--- config.mk ---
export PLATFORM = sky130hd
export DESIGN_NAME = ahbs_sequencer
export DESIGN_NICKNAME = d
export VERILOG_FILES = /design/src/hdl/ahbs_tick.v /design/src/hdl/ahbs_sequencer.v
export VERILOG_INCLUDE_DIRS = /design/src /design/src/hdl
export SDC_FILE = /design/constraint.sdc
export NUM_CORES = 1
export LEC_CHECK = 0
export ABC_CLOCK_PERIOD_IN_PS = 8000
export BUFFER_PORTS_ARGS = -buffer_cell sky130_fd_sc_hd__buf_2
export CORE_ASPECT_RATIO = 1.4
export CORE_MARGIN = 2
export CORE_UTILIZATION = 31
export CTS_BUF_LIST = sky130_fd_sc_hd__clkbuf_4 sky130_fd_sc_hd__clkbuf_8
export CTS_CLUSTER_DIAMETER = 150
export DETAILED_ROUTE_END_ITERATION = 10
export MAX_ROUTING_LAYER = met4
export PLACE_DENSITY = 0.49
export SYNTH_ARGS = -nofsm -noshare
export SYNTH_HDL_FRONTEND = slang
export SYNTH_SLANG_ARGS = --single-unit
--- constraint.sdc ---
create_clock -name sys_clk_i -period 8 [get_ports sys_clk_i]
set_clock_uncertainty 0.2 [all_clocks]
set_input_delay 1.6 -clock sys_clk_i [delete_from_list [all_inputs] [get_ports sys_clk_i]]
set_output_delay 1.6 -clock sys_clk_i [all_outputs]
set_load 0.01 [all_outputs]
--- src/hdl/ahbs_map.vh ---
//----------------------------------------------------------------------
// Purpose: constants of the air heater burner sequencer
// Assumes: 10 MHz system clock, one-second sequencing tick
// Notes: all times in seconds unless named _NS
//----------------------------------------------------------------------
`ifndef AHBS_MAP_VH
`define AHBS_MAP_VH
//----------------------------------------------------------------------
// register map (byte addresses)
//----------------------------------------------------------------------
`define AHBS_REG_CTRL 8'h00
`define AHBS_REG_SETPT 8'h04
`define AHBS_REG_STATUS 8'h08
`define AHBS_REG_OUTPUT 8'h0C
`define AHBS_REG_DEMAND 8'h10
`define AHBS_CTRL_PETROL 0
`define AHBS_CTRL_RST 1'h0
`define AHBS_SETPT_RST 8'h80
`define AHBS_KW12_LEVEL 8'h60
//----------------------------------------------------------------------
// tick
//----------------------------------------------------------------------
`define AHBS_CLK_PERIOD_NS 100
`define AHBS_SEC_NS 1000000000
`define AHBS_TICK_CYCLES (`AHBS_SEC_NS / `AHBS_CLK_PERIOD_NS)
//----------------------------------------------------------------------
// sequence times in seconds
//----------------------------------------------------------------------
`define AHBS_T_BRK 16'h0001
`define AHBS_T_PUMP_D 16'h0014
`define AHBS_T_PUMP_P 16'h000F
`define AHBS_T_RAMP 16'h0019
`define AHBS_T_FAIL1_D 16'h0078
`define AHBS_T_FAIL1_P 16'h0073
`define AHBS_T_FAIL2_D 16'h0050
`define AHBS_T_FAIL2_P 16'h0055
`define AHBS_T_PURGE 16'h001E
`define AHBS_T_FAILRD 16'h0078
`define AHBS_T_STAB_D 16'h0014
`define AHBS_T_RISE_D 16'h0011
`define AHBS_T_RISE_P 16'h0004
`define AHBS_T_PERIOD 16'h0708
`define AHBS_T_REDUCE 16'h0014
`define AHBS_T_CUT 16'h0004
`define AHBS_T_NINE 16'h7E90
`define AHBS_T_MINW 16'h0005
`define AHBS_T_COOL 16'h009B
`define AHBS_T_SDOWN 16'h0023
`define AHBS_T_SMAX 16'h003C
`define AHBS_T_RDOWN 16'h0078
//----------------------------------------------------------------------
// fan and pump levels
//----------------------------------------------------------------------
`define AHBS_FAN_MAX 8'hFF
`define AHBS_FAN_23 8'hAA
`define AHBS_FAN_MID_D 8'h99
`define AHBS_FAN_MID_P 8'hBF
`define AHBS_FAN_LOW_D 8'h4D
`define AHBS_FAN_LOW_P 8'h80
`define AHBS_FAN_MIN 8'h33
`define AHBS_STEP_RAMP 8'h04
`define AHBS_STEP_RISE_D 8'h04
`define AHBS_STEP_RISE_P 8'h10
`define AHBS_STEP_DOWN 8'h02
`define AHBS_STEP_DEMAND 8'h08
`define AHBS_PUMP_START 8'h40
`define AHBS_PUMP_MIN 8'h20
`endif

--- src/hdl/ahbs_tick.v ---
//----------------------------------------------------------------------
// Purpose: one-second tick prescaler of the system clock
// Assumes: TICK_CYCLES fits 24 bits
// Notes: tick_o is a one-cycle pulse
//----------------------------------------------------------------------
`include "ahbs_map.vh"
module ahbs_tick #(
	parameter TICK_CYCLES = `AHBS_TICK_CYCLES
) (
	input wire sys_clk_i, // system clock
	input wire rst_i, // async reset, high
	output reg tick_o // one-second pulse
);
	localparam [31:0] LAST_FULL = TICK_CYCLES - 1;
	localparam [23:0] LAST = LAST_FULL[23:0];
	reg [23:0] cnt;
	always @(posedge sys_clk_i or posedge rst_i) begin
		if (rst_i) begin
			cnt <= 24'h000000;
			tick_o <= 1'b0;
		end else if (cnt >= LAST) begin
			cnt <= 24'h000000;
			tick_o <= 1'b1;
		end else begin
			cnt <= cnt + 24'h000001;
			tick_o <= 1'b0;
		end
	end
endmodule

--- src/hdl/ahbs_sequencer.v ---
//----------------------------------------------------------------------
// Purpose: air heater burner sequencer with APB register access
// Assumes: intake temperature comes from same-clock logic; pins are async
// Notes on behaviour
// - overheat stops pump, shuts down via run-down
// - indicator steady when operating, flashing on overheat
// - switch on at power-up locks out until off
// - switch-on: indicator, glow cycling, one-second fan burst
// - too warm at switch-on: fan only, idle
// - pump after 20 s diesel, 15 s petrol
// - ramp fan 25 s after pump; flame stabilizes
// - no flame: 30 s purge, then repeat start
// - second failure: 120 s run-down, then lockout
// - diesel stabilization: glow, 20 s, 17 s ramp
// - petrol stabilization: glow, 4 s ramp
// - flame loss while stabilizing repeats start
// - diesel high output: reduce pump 20 s per 30 min
// - low output: cut fuel 4 s per 30 min
// - every 9 hours pause like control idle
// - above setpoint reduce; at minimum, pump off after 5 s
// - control operation: glow off, outputs follow demand
// - idle entry: 155 s at two thirds, then minimum
// - restart from control idle skips the fan burst
// - switch-off darkens indicator; early or idle stops immediately
// - fuelled switch-off: pump off, slow, max 60 s, 120 s run-down
// - switch-on during run-down waits for run-down end
//----------------------------------------------------------------------
`include "ahbs_map.vh"
module ahbs_sequencer #(
	parameter TICK_CYCLES = `AHBS_TICK_CYCLES
) (
	input wire sys_clk_i, // system clock, 10 MHz
	input wire rst_i, // async reset, high
	input wire psel_i, // APB select
	input wire penable_i, // APB enable
	input wire pwrite_i, // APB write
	input wire [7:0] paddr_i, // APB byte address
	input wire [31:0] pwdata_i, // APB write data
	output reg [31:0] prdata_o, // APB read data
	output wire pready_o, // APB ready
	output wire pslverr_o, // APB error on unmapped address
	input wire switch_on_i, // operator on/off, high = on, async
	input wire flame_i, // flame detected, async
	input wire overheat_i, // temperature limiter tripped, async
	input wire [7:0] intake_temp_i, // intake temperature, same clock
	output reg indicator_o, // operating indicator
	output reg glow_o, // glow plug drive
	output reg [7:0] fan_o, // fan speed, 0 = stopped
	output reg [7:0] pump_o // pump delivery rate, 0 = off
);
	//------------------------------------------------------------------
	// states
	//------------------------------------------------------------------
	localparam [13:0] S_INIT = 14'h0001;
	localparam [13:0] S_OFF = 14'h0002;
	localparam [13:0] S_LOCK = 14'h0004;
	localparam [13:0] S_IDLE = 14'h0008;
	localparam [13:0] S_START = 14'h0010;
	localparam [13:0] S_FUEL = 14'h0020;
	localparam [13:0] S_PURGE = 14'h0040;
	localparam [13:0] S_FAILRD = 14'h0080;
	localparam [13:0] S_STAB = 14'h0100;
	localparam [13:0] S_HEAT = 14'h0200;
	localparam [13:0] S_COOL = 14'h0400;
	localparam [13:0] S_SDOWN = 14'h0800;
	localparam [13:0] S_SMAX = 14'h1000;
	localparam [13:0] S_RDOWN = 14'h2000;

	reg [13:0] state;
	reg [13:0] next_state;
	reg [2:0] sync1;
	reg [2:0] sync2;
	reg [1:0] pwr_cnt;
	reg [15:0] sec_cnt;
	reg [15:0] per_cnt;
	reg [15:0] nine_cnt;
	reg [15:0] minw_cnt;
	reg [7:0] demand;
	reg petrol;
	reg [7:0] setpoint;
	reg ovh_lat;
	reg brk;
	reg attempt;
	reg blink;
	reg [7:0] next_pump;
	reg next_glow;
	reg next_ind;
	wire tick;
	wire sw_on;
	wire flame;
	wire ovh;
	wire too_warm;
	wire fuelled;
	wire [15:0] t_pump;
	wire [15:0] t_fail;
	wire [15:0] t_stab;
	wire [7:0] fan_low;
	wire [7:0] fan_mid;
	wire apb_wr;
	wire apb_setup;
	wire mapped;

	function [7:0] sat_up;
		input [7:0] val;
		input [7:0] step;
		input [7:0] lim;
		reg [8:0] sum;
		begin
			sum = {1'b0, val} + {1'b0, step};
			sat_up = (sum > {1'b0, lim}) ? lim : sum[7:0];
		end
	endfunction

	function [7:0] sat_dn;
		input [7:0] val;
		input [7:0] step;
		input [7:0] lim;
		begin
			sat_dn = (val < lim + step) ? lim : val - step;
		end
	endfunction

	//------------------------------------------------------------------
	// tick and pin synchronisers
	//------------------------------------------------------------------
	ahbs_tick #(
		.TICK_CYCLES(TICK_CYCLES)
	) u_tick (
		.sys_clk_i(sys_clk_i),
		.rst_i(rst_i),
		.tick_o(tick)
	);

	always @(posedge sys_clk_i or posedge rst_i) begin
		if (rst_i) begin
			sync1 <= 3'h0;
			sync2 <= 3'h0;
		end else begin
			sync1 <= {overheat_i, flame_i, switch_on_i};
			sync2 <= sync1;
		end
	end
	assign sw_on = sync2[0];
	assign flame = sync2[1];
	assign ovh = sync2[2];

	assign too_warm = intake_temp_i > setpoint;
	assign fuelled = (state == S_FUEL) || (state == S_STAB) || (state == S_HEAT);
	assign t_pump = petrol ? `AHBS_T_PUMP_P : `AHBS_T_PUMP_D;
	assign t_fail = attempt ? (petrol ? `AHBS_T_FAIL2_P : `AHBS_T_FAIL2_D)
		: (petrol ? `AHBS_T_FAIL1_P : `AHBS_T_FAIL1_D);
	assign t_stab = petrol ? `AHBS_T_RISE_P : (`AHBS_T_STAB_D + `AHBS_T_RISE_D);
	assign fan_low = petrol ? `AHBS_FAN_LOW_P : `AHBS_FAN_LOW_D;
	assign fan_mid = petrol ? `AHBS_FAN_MID_P : `AHBS_FAN_MID_D;

	//------------------------------------------------------------------
	// sequence control
	//------------------------------------------------------------------
	always @* begin
		next_state = state;
		case (state)
			S_INIT: begin
				if (pwr_cnt == 2'h3)
					next_state = sw_on ? S_LOCK : S_OFF;
			end
			S_OFF: begin
				if (sw_on)
					next_state = too_warm ? S_IDLE : S_START;
			end
			S_LOCK: begin
				if (!sw_on)
					next_state = S_OFF;
			end
			S_IDLE: begin
				if (!sw_on)
					next_state = S_OFF;
				else if (!too_warm)
					next_state = S_START;
			end
			S_START: begin
				if (!sw_on)
					next_state = S_OFF;
				else if (sec_cnt >= t_pump)
					next_state = S_FUEL;
			end
			S_FUEL: begin
				if (!sw_on)
					next_state = S_SDOWN;
				else if (flame)
					next_state = S_STAB;
				else if (sec_cnt >= t_fail)
					next_state = attempt ? S_FAILRD : S_PURGE;
			end
			S_PURGE: begin
				if (sec_cnt >= `AHBS_T_PURGE)
					next_state = sw_on ? S_START : S_RDOWN;
			end
			S_FAILRD: begin
				if (sec_cnt >= `AHBS_T_FAILRD)
					next_state = S_LOCK;
			end
			S_STAB: begin
				if (!sw_on)
					next_state = S_SDOWN;
				else if (!flame)
					next_state = S_START;
				else if (sec_cnt >= t_stab)
					next_state = S_HEAT;
			end
			S_HEAT: begin
				if (!sw_on)
					next_state = S_SDOWN;
				else if (!flame)
					next_state = S_SMAX;
				else if (nine_cnt >= `AHBS_T_NINE)
					next_state = S_COOL;
				else if (minw_cnt >= `AHBS_T_MINW)
					next_state = S_COOL;
			end
			S_COOL: begin
				if (!sw_on)
					next_state = S_OFF;
				else if (sec_cnt >= `AHBS_T_COOL)
					next_state = S_IDLE;
			end
			S_SDOWN: begin
				if (!flame || fan_o <= `AHBS_FAN_23 || sec_cnt >= `AHBS_T_SDOWN)
					next_state = S_SMAX;
			end
			S_SMAX: begin
				if (sec_cnt >= `AHBS_T_SMAX)
					next_state = S_RDOWN;
			end
			S_RDOWN: begin
				if (sec_cnt >= `AHBS_T_RDOWN) begin
					if (ovh_lat)
						next_state = S_LOCK;
					else
						next_state = sw_on ? S_START : S_OFF;
				end
			end
			default: next_state = S_INIT;
		endcase
		if (ovh && fuelled)
			next_state = S_SDOWN;
		else if (ovh && ((state == S_START) || (state == S_IDLE) || (state == S_COOL)))
			next_state = S_RDOWN;
	end

	always @(posedge sys_clk_i or posedge rst_i) begin
		if (rst_i) begin
			state <= S_INIT;
			pwr_cnt <= 2'h0;
			sec_cnt <= 16'h0000;
			ovh_lat <= 1'b0;
			brk <= 1'b0;
			attempt <= 1'b0;
			blink <= 1'b0;
		end else begin
			state <= next_state;
			if (pwr_cnt != 2'h3)
				pwr_cnt <= pwr_cnt + 2'h1;
			if (next_state != state)
				sec_cnt <= 16'h0000;
			else if (tick && sec_cnt != 16'hFFFF)
				sec_cnt <= sec_cnt + 16'h0001;
			if (tick)
				blink <= ~blink;
			if (ovh)
				ovh_lat <= 1'b1;
			else if (state == S_LOCK && next_state == S_OFF)
				ovh_lat <= 1'b0;
			if (state == S_OFF)
				brk <= 1'b1;
			else if (state == S_COOL || (state == S_START && sec_cnt >= `AHBS_T_BRK))
				brk <= 1'b0;
			if (state == S_OFF || state == S_HEAT)
				attempt <= 1'b0;
			else if (next_state == S_PURGE)
				attempt <= 1'b1;
		end
	end

	//------------------------------------------------------------------
	// heating demand and periodic pump limits
	//------------------------------------------------------------------
	always @(posedge sys_clk_i or posedge rst_i) begin
		if (rst_i) begin
			demand <= `AHBS_FAN_MAX;
			per_cnt <= 16'h0000;
			nine_cnt <= 16'h0000;
			minw_cnt <= 16'h0000;
		end else if (state != S_HEAT) begin
			demand <= `AHBS_FAN_MAX;
			per_cnt <= 16'h0000;
			minw_cnt <= 16'h0000;
			if (state == S_OFF || state == S_LOCK || state == S_COOL)
				nine_cnt <= 16'h0000;
		end else if (tick) begin
			if (!too_warm && intake_temp_i != setpoint)
				demand <= sat_up(demand, `AHBS_STEP_DEMAND, `AHBS_FAN_MAX);
			else if (too_warm)
				demand <= sat_dn(demand, `AHBS_STEP_DEMAND, `AHBS_FAN_MIN);
			if (too_warm && demand == `AHBS_FAN_MIN)
				minw_cnt <= minw_cnt + 16'h0001;
			else
				minw_cnt <= 16'h0000;
			per_cnt <= (per_cnt >= `AHBS_T_PERIOD - 16'h0001) ? 16'h0000
				: per_cnt + 16'h0001;
			nine_cnt <= nine_cnt + 16'h0001;
		end
	end

	//------------------------------------------------------------------
	// fan speed
	//------------------------------------------------------------------
	always @(posedge sys_clk_i or posedge rst_i) begin
		if (rst_i) begin
			fan_o <= 8'h00;
		end else if (next_state != state) begin
			case (next_state)
				S_START: fan_o <= brk ? `AHBS_FAN_MAX : fan_low;
				S_IDLE: fan_o <= `AHBS_FAN_MIN;
				S_FUEL: fan_o <= fan_low;
				S_PURGE: fan_o <= `AHBS_FAN_MAX;
				S_FAILRD: fan_o <= `AHBS_FAN_23;
				S_STAB: fan_o <= petrol ? fan_o : fan_mid;
				S_HEAT: fan_o <= `AHBS_FAN_MAX;
				S_COOL: fan_o <= `AHBS_FAN_23;
				S_SDOWN: fan_o <= fan_o;
				S_SMAX: fan_o <= `AHBS_FAN_MAX;
				S_RDOWN: fan_o <= `AHBS_FAN_23;
				default: fan_o <= 8'h00;
			endcase
		end else if (tick) begin
			case (state)
				S_START: begin
					if (sec_cnt >= `AHBS_T_BRK)
						fan_o <= fan_low;
				end
				S_FUEL: begin
					if (sec_cnt >= `AHBS_T_RAMP)
						fan_o <= sat_up(fan_o, `AHBS_STEP_RAMP, fan_mid);
				end
				S_STAB: begin
					if (petrol)
						fan_o <= sat_up(fan_o, `AHBS_STEP_RISE_P, `AHBS_FAN_MAX);
					else if (sec_cnt >= `AHBS_T_STAB_D)
						fan_o <= sat_up(fan_o, `AHBS_STEP_RISE_D, `AHBS_FAN_MAX);
				end
				S_HEAT: fan_o <= demand;
				S_SDOWN: fan_o <= sat_dn(fan_o, `AHBS_STEP_DOWN, `AHBS_FAN_23);
				default: fan_o <= fan_o;
			endcase
		end
	end

	//------------------------------------------------------------------
	// pump, glow plug and indicator
	//------------------------------------------------------------------
	always @* begin
		next_pump = 8'h00;
		next_glow = 1'b0;
		next_ind = 1'b0;
		case (state)
			S_START: begin
				next_glow = blink;
				next_ind = 1'b1;
			end
			S_FUEL: begin
				next_pump = `AHBS_PUMP_START;
				next_glow = 1'b1;
				next_ind = 1'b1;
			end
			S_PURGE: begin
				next_glow = 1'b1;
				next_ind = 1'b1;
			end
			S_STAB: begin
				next_pump = `AHBS_PUMP_START;
				next_glow = 1'b1;
				next_ind = 1'b1;
			end
			S_HEAT: begin
				next_ind = 1'b1;
				if (demand < `AHBS_KW12_LEVEL) begin
					if (per_cnt < `AHBS_T_PERIOD - `AHBS_T_CUT)
						next_pump = (demand < `AHBS_PUMP_MIN) ? `AHBS_PUMP_MIN : demand;
				end else if (!petrol && per_cnt >= `AHBS_T_PERIOD - `AHBS_T_REDUCE)
					next_pump = {1'b0, demand[7:1]};
				else
					next_pump = demand;
			end
			S_IDLE, S_COOL: next_ind = 1'b1;
			default: begin
				next_pump = 8'h00;
				next_glow = 1'b0;
				next_ind = 1'b0;
			end
		endcase
		if (ovh_lat)
			next_ind = blink;
	end

	always @(posedge sys_clk_i or posedge rst_i) begin
		if (rst_i) begin
			pump_o <= 8'h00;
			glow_o <= 1'b0;
			indicator_o <= 1'b0;
		end else begin
			pump_o <= (ovh || next_state == S_SDOWN) ? 8'h00 : next_pump;
			glow_o <= next_glow;
			indicator_o <= next_ind;
		end
	end

	//------------------------------------------------------------------
	// APB slave
	//------------------------------------------------------------------
	assign mapped = (paddr_i == `AHBS_REG_CTRL) || (paddr_i == `AHBS_REG_SETPT)
		|| (paddr_i == `AHBS_REG_STATUS) || (paddr_i == `AHBS_REG_OUTPUT)
		|| (paddr_i == `AHBS_REG_DEMAND);
	assign pready_o = 1'b1;
	assign pslverr_o = psel_i && penable_i && !mapped;
	assign apb_wr = psel_i && penable_i && pwrite_i;
	assign apb_setup = psel_i && !penable_i;

	always @(posedge sys_clk_i or posedge rst_i) begin
		if (rst_i) begin
			petrol <= `AHBS_CTRL_RST;
			setpoint <= `AHBS_SETPT_RST;
			prdata_o <= 32'h00000000;
		end else begin
			if (apb_wr && paddr_i == `AHBS_REG_CTRL)
				petrol <= pwdata_i[`AHBS_CTRL_PETROL];
			if (apb_wr && paddr_i == `AHBS_REG_SETPT)
				setpoint <= pwdata_i[7:0];
			if (apb_setup) begin
				case (paddr_i)
					`AHBS_REG_CTRL: prdata_o <= {31'h00000000, petrol};
					`AHBS_REG_SETPT: prdata_o <= {24'h000000, setpoint};
					`AHBS_REG_STATUS: prdata_o <= {12'h000, flame, sw_on, attempt,
						ovh_lat, 2'h0, state};
					`AHBS_REG_OUTPUT: prdata_o <= {14'h0000, indicator_o, glow_o,
						pump_o, fan_o};
					`AHBS_REG_DEMAND: prdata_o <= {24'h000000, demand};
					default: prdata_o <= 32'h00000000;
				endcase
			end
		end
	end
endmodule

# Word level (Yosys, flattened, before mapping)
# Cells that the tools add are included.
[totals]
register_bits = 182
latch_bits = 0
ram_bits = 0
rom_bits = 0
inputBits = 56
output_inout_bits = 52
wordCells = 244
n_memories = 0
[op_classes]
n_addsub = 11
mul = 0
n_div = 0
order_cmp = 27
eq_ne = 43
shift = 0
n_mux = 89
bitwise = 1
reduce_logical = 51
[ops]
columns = ["op", "n"]
rows = [
  ["$mux 14", 27],
  ["$mux 8", 25],
  ["$pmux 14 s14", 1],
  ["$mux 16", 11],
  ["$pmux 20 s5", 1],
  ["$add 16x1->16 const B", 4],
  ["$pmux 8 s7", 1],
  ["$ge 16x5->1 const B", 3],
  ["$pmux 8 s5", 1],
  ["$ge 16x11->1 const B", 2],
  ["$ge 16x6->1 const B", 2],
  ["$eq 14x10->1 const B", 2],
  ["$eq 14x11->1 const B", 2],
  ["$eq 14x12->1 const B", 2],
  ["$eq 14x13->1 const B", 2],
  ["$eq 14x14->1 const B", 2],
  ["$eq 14x2->1 const B", 2],
  ["$eq 14x4->1 const B", 2],
  ["$eq 14x5->1 const B", 2],
  ["$eq 14x6->1 const B", 2],
  ["$eq 14x7->1 const B", 2],
  ["$eq 14x8->1 const B", 2],
  ["$eq 14x9->1 const B", 2],
  ["$gt 9x8->1 const B", 3],
  ["other kinds (60)", 117],
]

# Logic depth before layout (Yosys ltp)
[logic_depth]
depth_word = 13
depth_mapped = 15
ltp_nobuf = 13

# Cells and area by module
# A second synthesis with hierarchy kept.
[hier_totals]
cells_unflattened = 1347
hier_area_um2 = 11523.6
[modules_own_cells]
columns = ["module", "n_inst", "cells_per_inst", "area_per_inst_um2"]
rows = [
  ["ahbs_sequencer", 1, 1224, 10267.3],
  ["ahbs_tick", 1, 123, 1256.2],
]

# Least setup slack after synthesis
# OpenSTA, ideal clock, no wires.
[synth_timing]
path_kind = "input port to flip-flop"
startpoint = "input port intake_temp_i[7]"
endpoint = "register fan_o[3]"
setup_time_ps = 125
arrival_time_ps = 4456
path_slack_ps = 3219
stages = 10
path_buffers = 0
cell_sequence = "ha_1 > nand4_1 > nor2_1 > a2111oi_0 > o311ai_0 > a41o_1 > a2111oi_2 > a21boi_1 > mux2_4 > mux2_4"
[synth_between]
elab_chain_len = 10
word_cells_on_any_way = 32
classes_between = "order compare: 1; eq/ne: 17; mux: 9; reduce/logical: 5"
[synth_rtl]
columns = ["element", "line", "rtl"]
rows = [
  ["start, declared", "ahbs_sequencer.v:45", "input wire [7:0] intake_temp_i,"],
  ["$gt 8x8->1 (*)", "ahbs_sequencer.v:147", "assign too_warm = intake_temp_i > setpoint;"],
  ["$mux 14 (*)", "ahbs_sequencer.v:177", "else if (!too_warm)"],
  ["$mux 14 (*)", "ahbs_sequencer.v:175", "if (!sw_on)"],
  ["$pmux 14 s14 (*)", "ahbs_sequencer.v:161", "case (state)"],
  ["$mux 14 (*)", "ahbs_sequencer.v:246", "else if (ovh && ((state == S_START) || (state == S_IDLE) || (state == S_COOL)))"],
  ["$mux 14 (*)", "ahbs_sequencer.v:244", "if (ovh && fuelled)"],
  ["via next_state[8]", "ahbs_sequencer.v:70", "reg [13:0] next_state;"],
  ["$eq 14x14->1, or another cell as far along", "ahbs_sequencer.v:321", "case (next_state)"],
  ["$reduce_or 3->1 (no line)", "-", ""],
  ["$pmux 8 s7", "ahbs_sequencer.v:321", ""],
  ["$mux 8", "ahbs_sequencer.v:320", "end else if (next_state != state) begin"],
  ["end signal, assigned", "ahbs_sequencer.v:322", "S_START: fan_o <= brk ? `AHBS_FAN_MAX : fan_low;"],
  ["end signal, assigned", "ahbs_sequencer.v:323", "S_IDLE: fan_o <= `AHBS_FAN_MIN;"],
  ["end signal, assigned", "ahbs_sequencer.v:324", "S_FUEL: fan_o <= fan_low;"],
  ["end, declared", "ahbs_sequencer.v:48", "output reg [7:0] fan_o,"],
]
# Mark *: on every way through the listed nets, which the timed path passes. The rest lies on a longest branch.
# A chain may end at the register's enable or synchronous reset.

# Worst setup path in the final report
[layout_timing]
startpoint = "input port intake_temp_i[7]"
endpoint = "register fan_o[3]"
[layout_between]
elab_chain_len = 10
word_cells_on_any_way = 32
classes_between = "order compare: 1; eq/ne: 17; mux: 9; reduce/logical: 5"
[layout_rtl]
columns = ["element", "line"]
rows = [
  ["$gt 8x8->1 (*)", "ahbs_sequencer.v:147"],
  ["$mux 14 or $mux 5 (tied branches)", "ahbs_sequencer.v:177, ahbs_sequencer.v:168"],
  ["$mux 14 (on tied branches)", "ahbs_sequencer.v:175, ahbs_sequencer.v:167"],
  ["$pmux 14 s14 (*)", "ahbs_sequencer.v:161"],
  ["$mux 14 (*)", "ahbs_sequencer.v:246"],
  ["$mux 14 (*)", "ahbs_sequencer.v:244"],
  ["$eq 14x14->1, or another cell as far along", "ahbs_sequencer.v:321"],
  ["$reduce_or 3->1 (no line)", "-"],
  ["$pmux 8 s7", "ahbs_sequencer.v:321"],
  ["$mux 8", "ahbs_sequencer.v:320"],
]
# Mark *: on every way between the ends. The rest lies on a longest branch, timed or not.

==> metrics <==
Min Clock Period, post-route 5.22 ns; final wirelength 34200 um; die area approximately 38000 um2; clk sinks 169; most frequent cells in the layout 160 x dfrtp_1, 152 x nor2_1, 113 x nand2_1, 96 x o21ai_0, 70 x buf_2; Gate Count Post-Synth approximately 1.3k; Detailed Place HPWL roughly 25000 um; CP Data Arrival Time 5.40 ns; RSZ-0062 raised after global routing false; Ys Warns 0; compound-gate portion of the synthesized area between 15 and 20%; Post-synth ARST share 100%; first-pass GRT wire length about 55000 um; CTS tree built; Chip Width roughly 160 um; worst relative slew slack a little under a fifth; DIE HEIGHT roughly 230 um; simple-gate portion of the synthesized area approximately a quarter; number of enable flip-flop cells after synthesis 0; Min-Delay Path Class register to register; Hold Buf Count CTS 0; setup TNS 0 ns; crit end category register; largest net degree at the start of global routing 100; drt first pass iters 6; Synth Area in Adders ~5.3%; Vias approximately 9.9k; GPL Wtd Cong slightly above 0.9; Mapped Area approximately 11000 um2; Pleak roughly 5.5 nW; Tightest Pin Transition about 1.2 ns; Max clock buf depth 2; Layout area overhead 10.1%; Synth cell types 86; Post-CTS Resized 0; Worst-path clk slew about 0.10 ns; fmax around 190 MHz; critical path type primary input to register; antenna cells 0; IO buf count 70; fin. max-slew vios 0; DRC viols 0; status completed; vias in the first global route ~9.9k; Initial Util a little under a third; multiplexer area fraction after synthesis around 5.0%; total power between 2 and 2.5 mW; initial antenna violation count 0; CTS buffer count 17; wire per inst 19.0 um; I/O Pins ~110; clock latency on the worst-skew pair between 0.4 and 0.5 ns; pwr/cell area roughly 200 nW/um2; Final Cycle Share around two thirds; gr usage total a little under a fifth; drt via density between 5 and 6; Post-Synth XOR/XNOR Area 4.76%; Seq/Total Area, Yosys 37.8%; Crit path required time slightly above 8 ns; filler instances 3741; largest family of logic cells by synthesized area simple AND/OR/NAND/NOR gates; GR Overflow Total 0; Core Rows between 80 and 90; setup bufs post-CTS 0; reg2reg setup slack 2.89 ns; Placed Cells about 1.8k; Hold Fails Final Rpt 0; Root Driver clkbuf_8; Final nets 1429; Core Region approximately 36000 um2; VDD IR max about 0.12 mV; share of cells above drive strength 1 between 10% and 20%; Seq cells post-synth 169; commonest non-fill, non-tap cell in the layout dfrtp_1; # H-tree levels 4; maxcap violations 0; Critical Path Fanout Max 28; post-route core utilization approximately a third; antenna viol nets, final 0; startpoint class of the critical path primary input; ys flop type dfrtp_1; Fin Hold WS between 0.15 and 0.2 ns; Finished Layout Cells 1801; final setup fails 0; Iteration-0 DRC Markers approximately 790; synthesized area per cell 8.66 um2
==> report_power, final <==
part           leakage [nW]  internal [mW]  switching (mW)
clock network         0.212          0.324           0.349
logic                  3.03          0.320           0.465
registers              2.28          0.882          0.0841
==> synthesized netlist by cell type (7+ instances only) <==
cell / number / area, um2
or2_2: 7 / 43.8
nand4_1: 29 / 181
xnor2_1: 27 / 236
a221oi_1: 8 / 70.1
and2_1: 14 / 87.6
nor3_1: 29 / 145
clkbuf_1: 63 / 236
xor2_1: 34 / 298
nand2_1: 113 / 424
a21oi_1: 45 / 225
o311ai_0: 7 / 61.3
nor2_1: 152 / 571
nand3_1: 50 / 250
nand2b_1: 19 / 119
o31ai_1: 25 / 188
ha_1: 47 / 588
dfstp_2: 9 / 236
nor4b_1: 14 / 123
mux2i_1: 27 / 270
o21ai_0: 97 / 485
and3_1: 44 / 275
mux2_2: 19 / 214
or3_1: 10 / 62.6
a31oi_1: 10 / 62.6
or4_1: 14 / 105
buf_4: 13 / 97.6
a21o_1: 8 / 60.1
nor2b_1: 14 / 87.6
nor4_1: 13 / 81.3
dfrtp_1: 160 / 4000
o211ai_1: 11 / 82.6
inv_1: 47 / 176
==> layer usage <==
layer	GRT usage (%)	vias up	wire, um	part of all wire, %
met5	-	-	0	0
met4	7.74	0	1060	3.1
met3	3.13	69	1540	4.5
met2	31.1	323	16800	49
met1	23.2	4792	14800	43
li1	-	4724	-	-
==> critical path, stage by stage <==
cell and delay, ns:
buf_2 0.10, ha_1 0.31, nand4_1 0.21, nor2_1 0.14, a211oi_1 0.62, nor3_1 0.21
o311ai_0 0.40, nand4_1 0.13, a21oi_1 0.39, nand4_4 0.50, mux2_4 0.49, mux2_4 0.30
==> cell families after synthesis <==
| logic type | Yosys count |
|---|---|
| simple gates | 553 |
| compound gates | 285 |
| flops | 169 |
| buf+inv | 128 |
| xor+xnor | 61 |
| mux | 50 |
| fa+ha+maj | 48 |
| other cells | 2 |
==> final timing paths <==
path | from | to | depth (start not counted)
hold reg to reg | sync1[2]$_DFF_PP0_ | sync2[2]$_DFF_PP0_ | 0
setup / recovery | intake_temp_i[7] | fan_o[3]$_DFFE_PP0P_ | 12
max in group asynchronous | rst_i | state[7]$_DFF_PP0_ | 3
min in group asynchronous | rst_i | minw_cnt[7]$_DFFE_PP0P_ | 2
setup reg to reg | state[5]$_DFF_PP0_ | fan_o[3]$_DFFE_PP0P_ | 10
hold / removal | sync1[2]$_DFF_PP0_ | sync2[2]$_DFF_PP0_ | 0
==> layout make-up <==
type | instances | area, um2 | area share [%]
clock inverters | 13 | 166 | 1.35
multi-input cells | 1010 | 6500 | 52.6
clock buffers | 19 | 255 | 2.07
well taps | 462 | 578 | 4.68
inverters | 47 | 181 | 1.47
repair buffers | 81 | 433 | 3.50
flip-flops and latches | 169 | 4240 | 34.3
==> flip-flops by register name, indices dropped and copies added, names as in the netlist <==
register	cells
setpoint	8
nine_cnt	16
prdata_o	20
minw_cnt	16
sync1	3
glow_o	1
brk	1
pump_o	8
per_cnt	16
pwr_cnt	2
sec_cnt	16
fan_o	8
ovh_lat	1
indicator_o	1
u_tick.tick_o	1
demand	7
petrol	1
attempt	1
u_tick.cnt	24
state	14
sync2	3
blink	1
==> through the flow <==
step / instance area [um2] / setup slack, ns
after floorplan: 11300 / 1.64
after global placement: 11900 / 2.33
after global routing: 12400 / 2.58
final: 12400 / 2.78
after detailed placement: 11900 / 2.23
after CTS: 12400 / 2.75
Note: power is estimated with default switching activity, not from simulation.
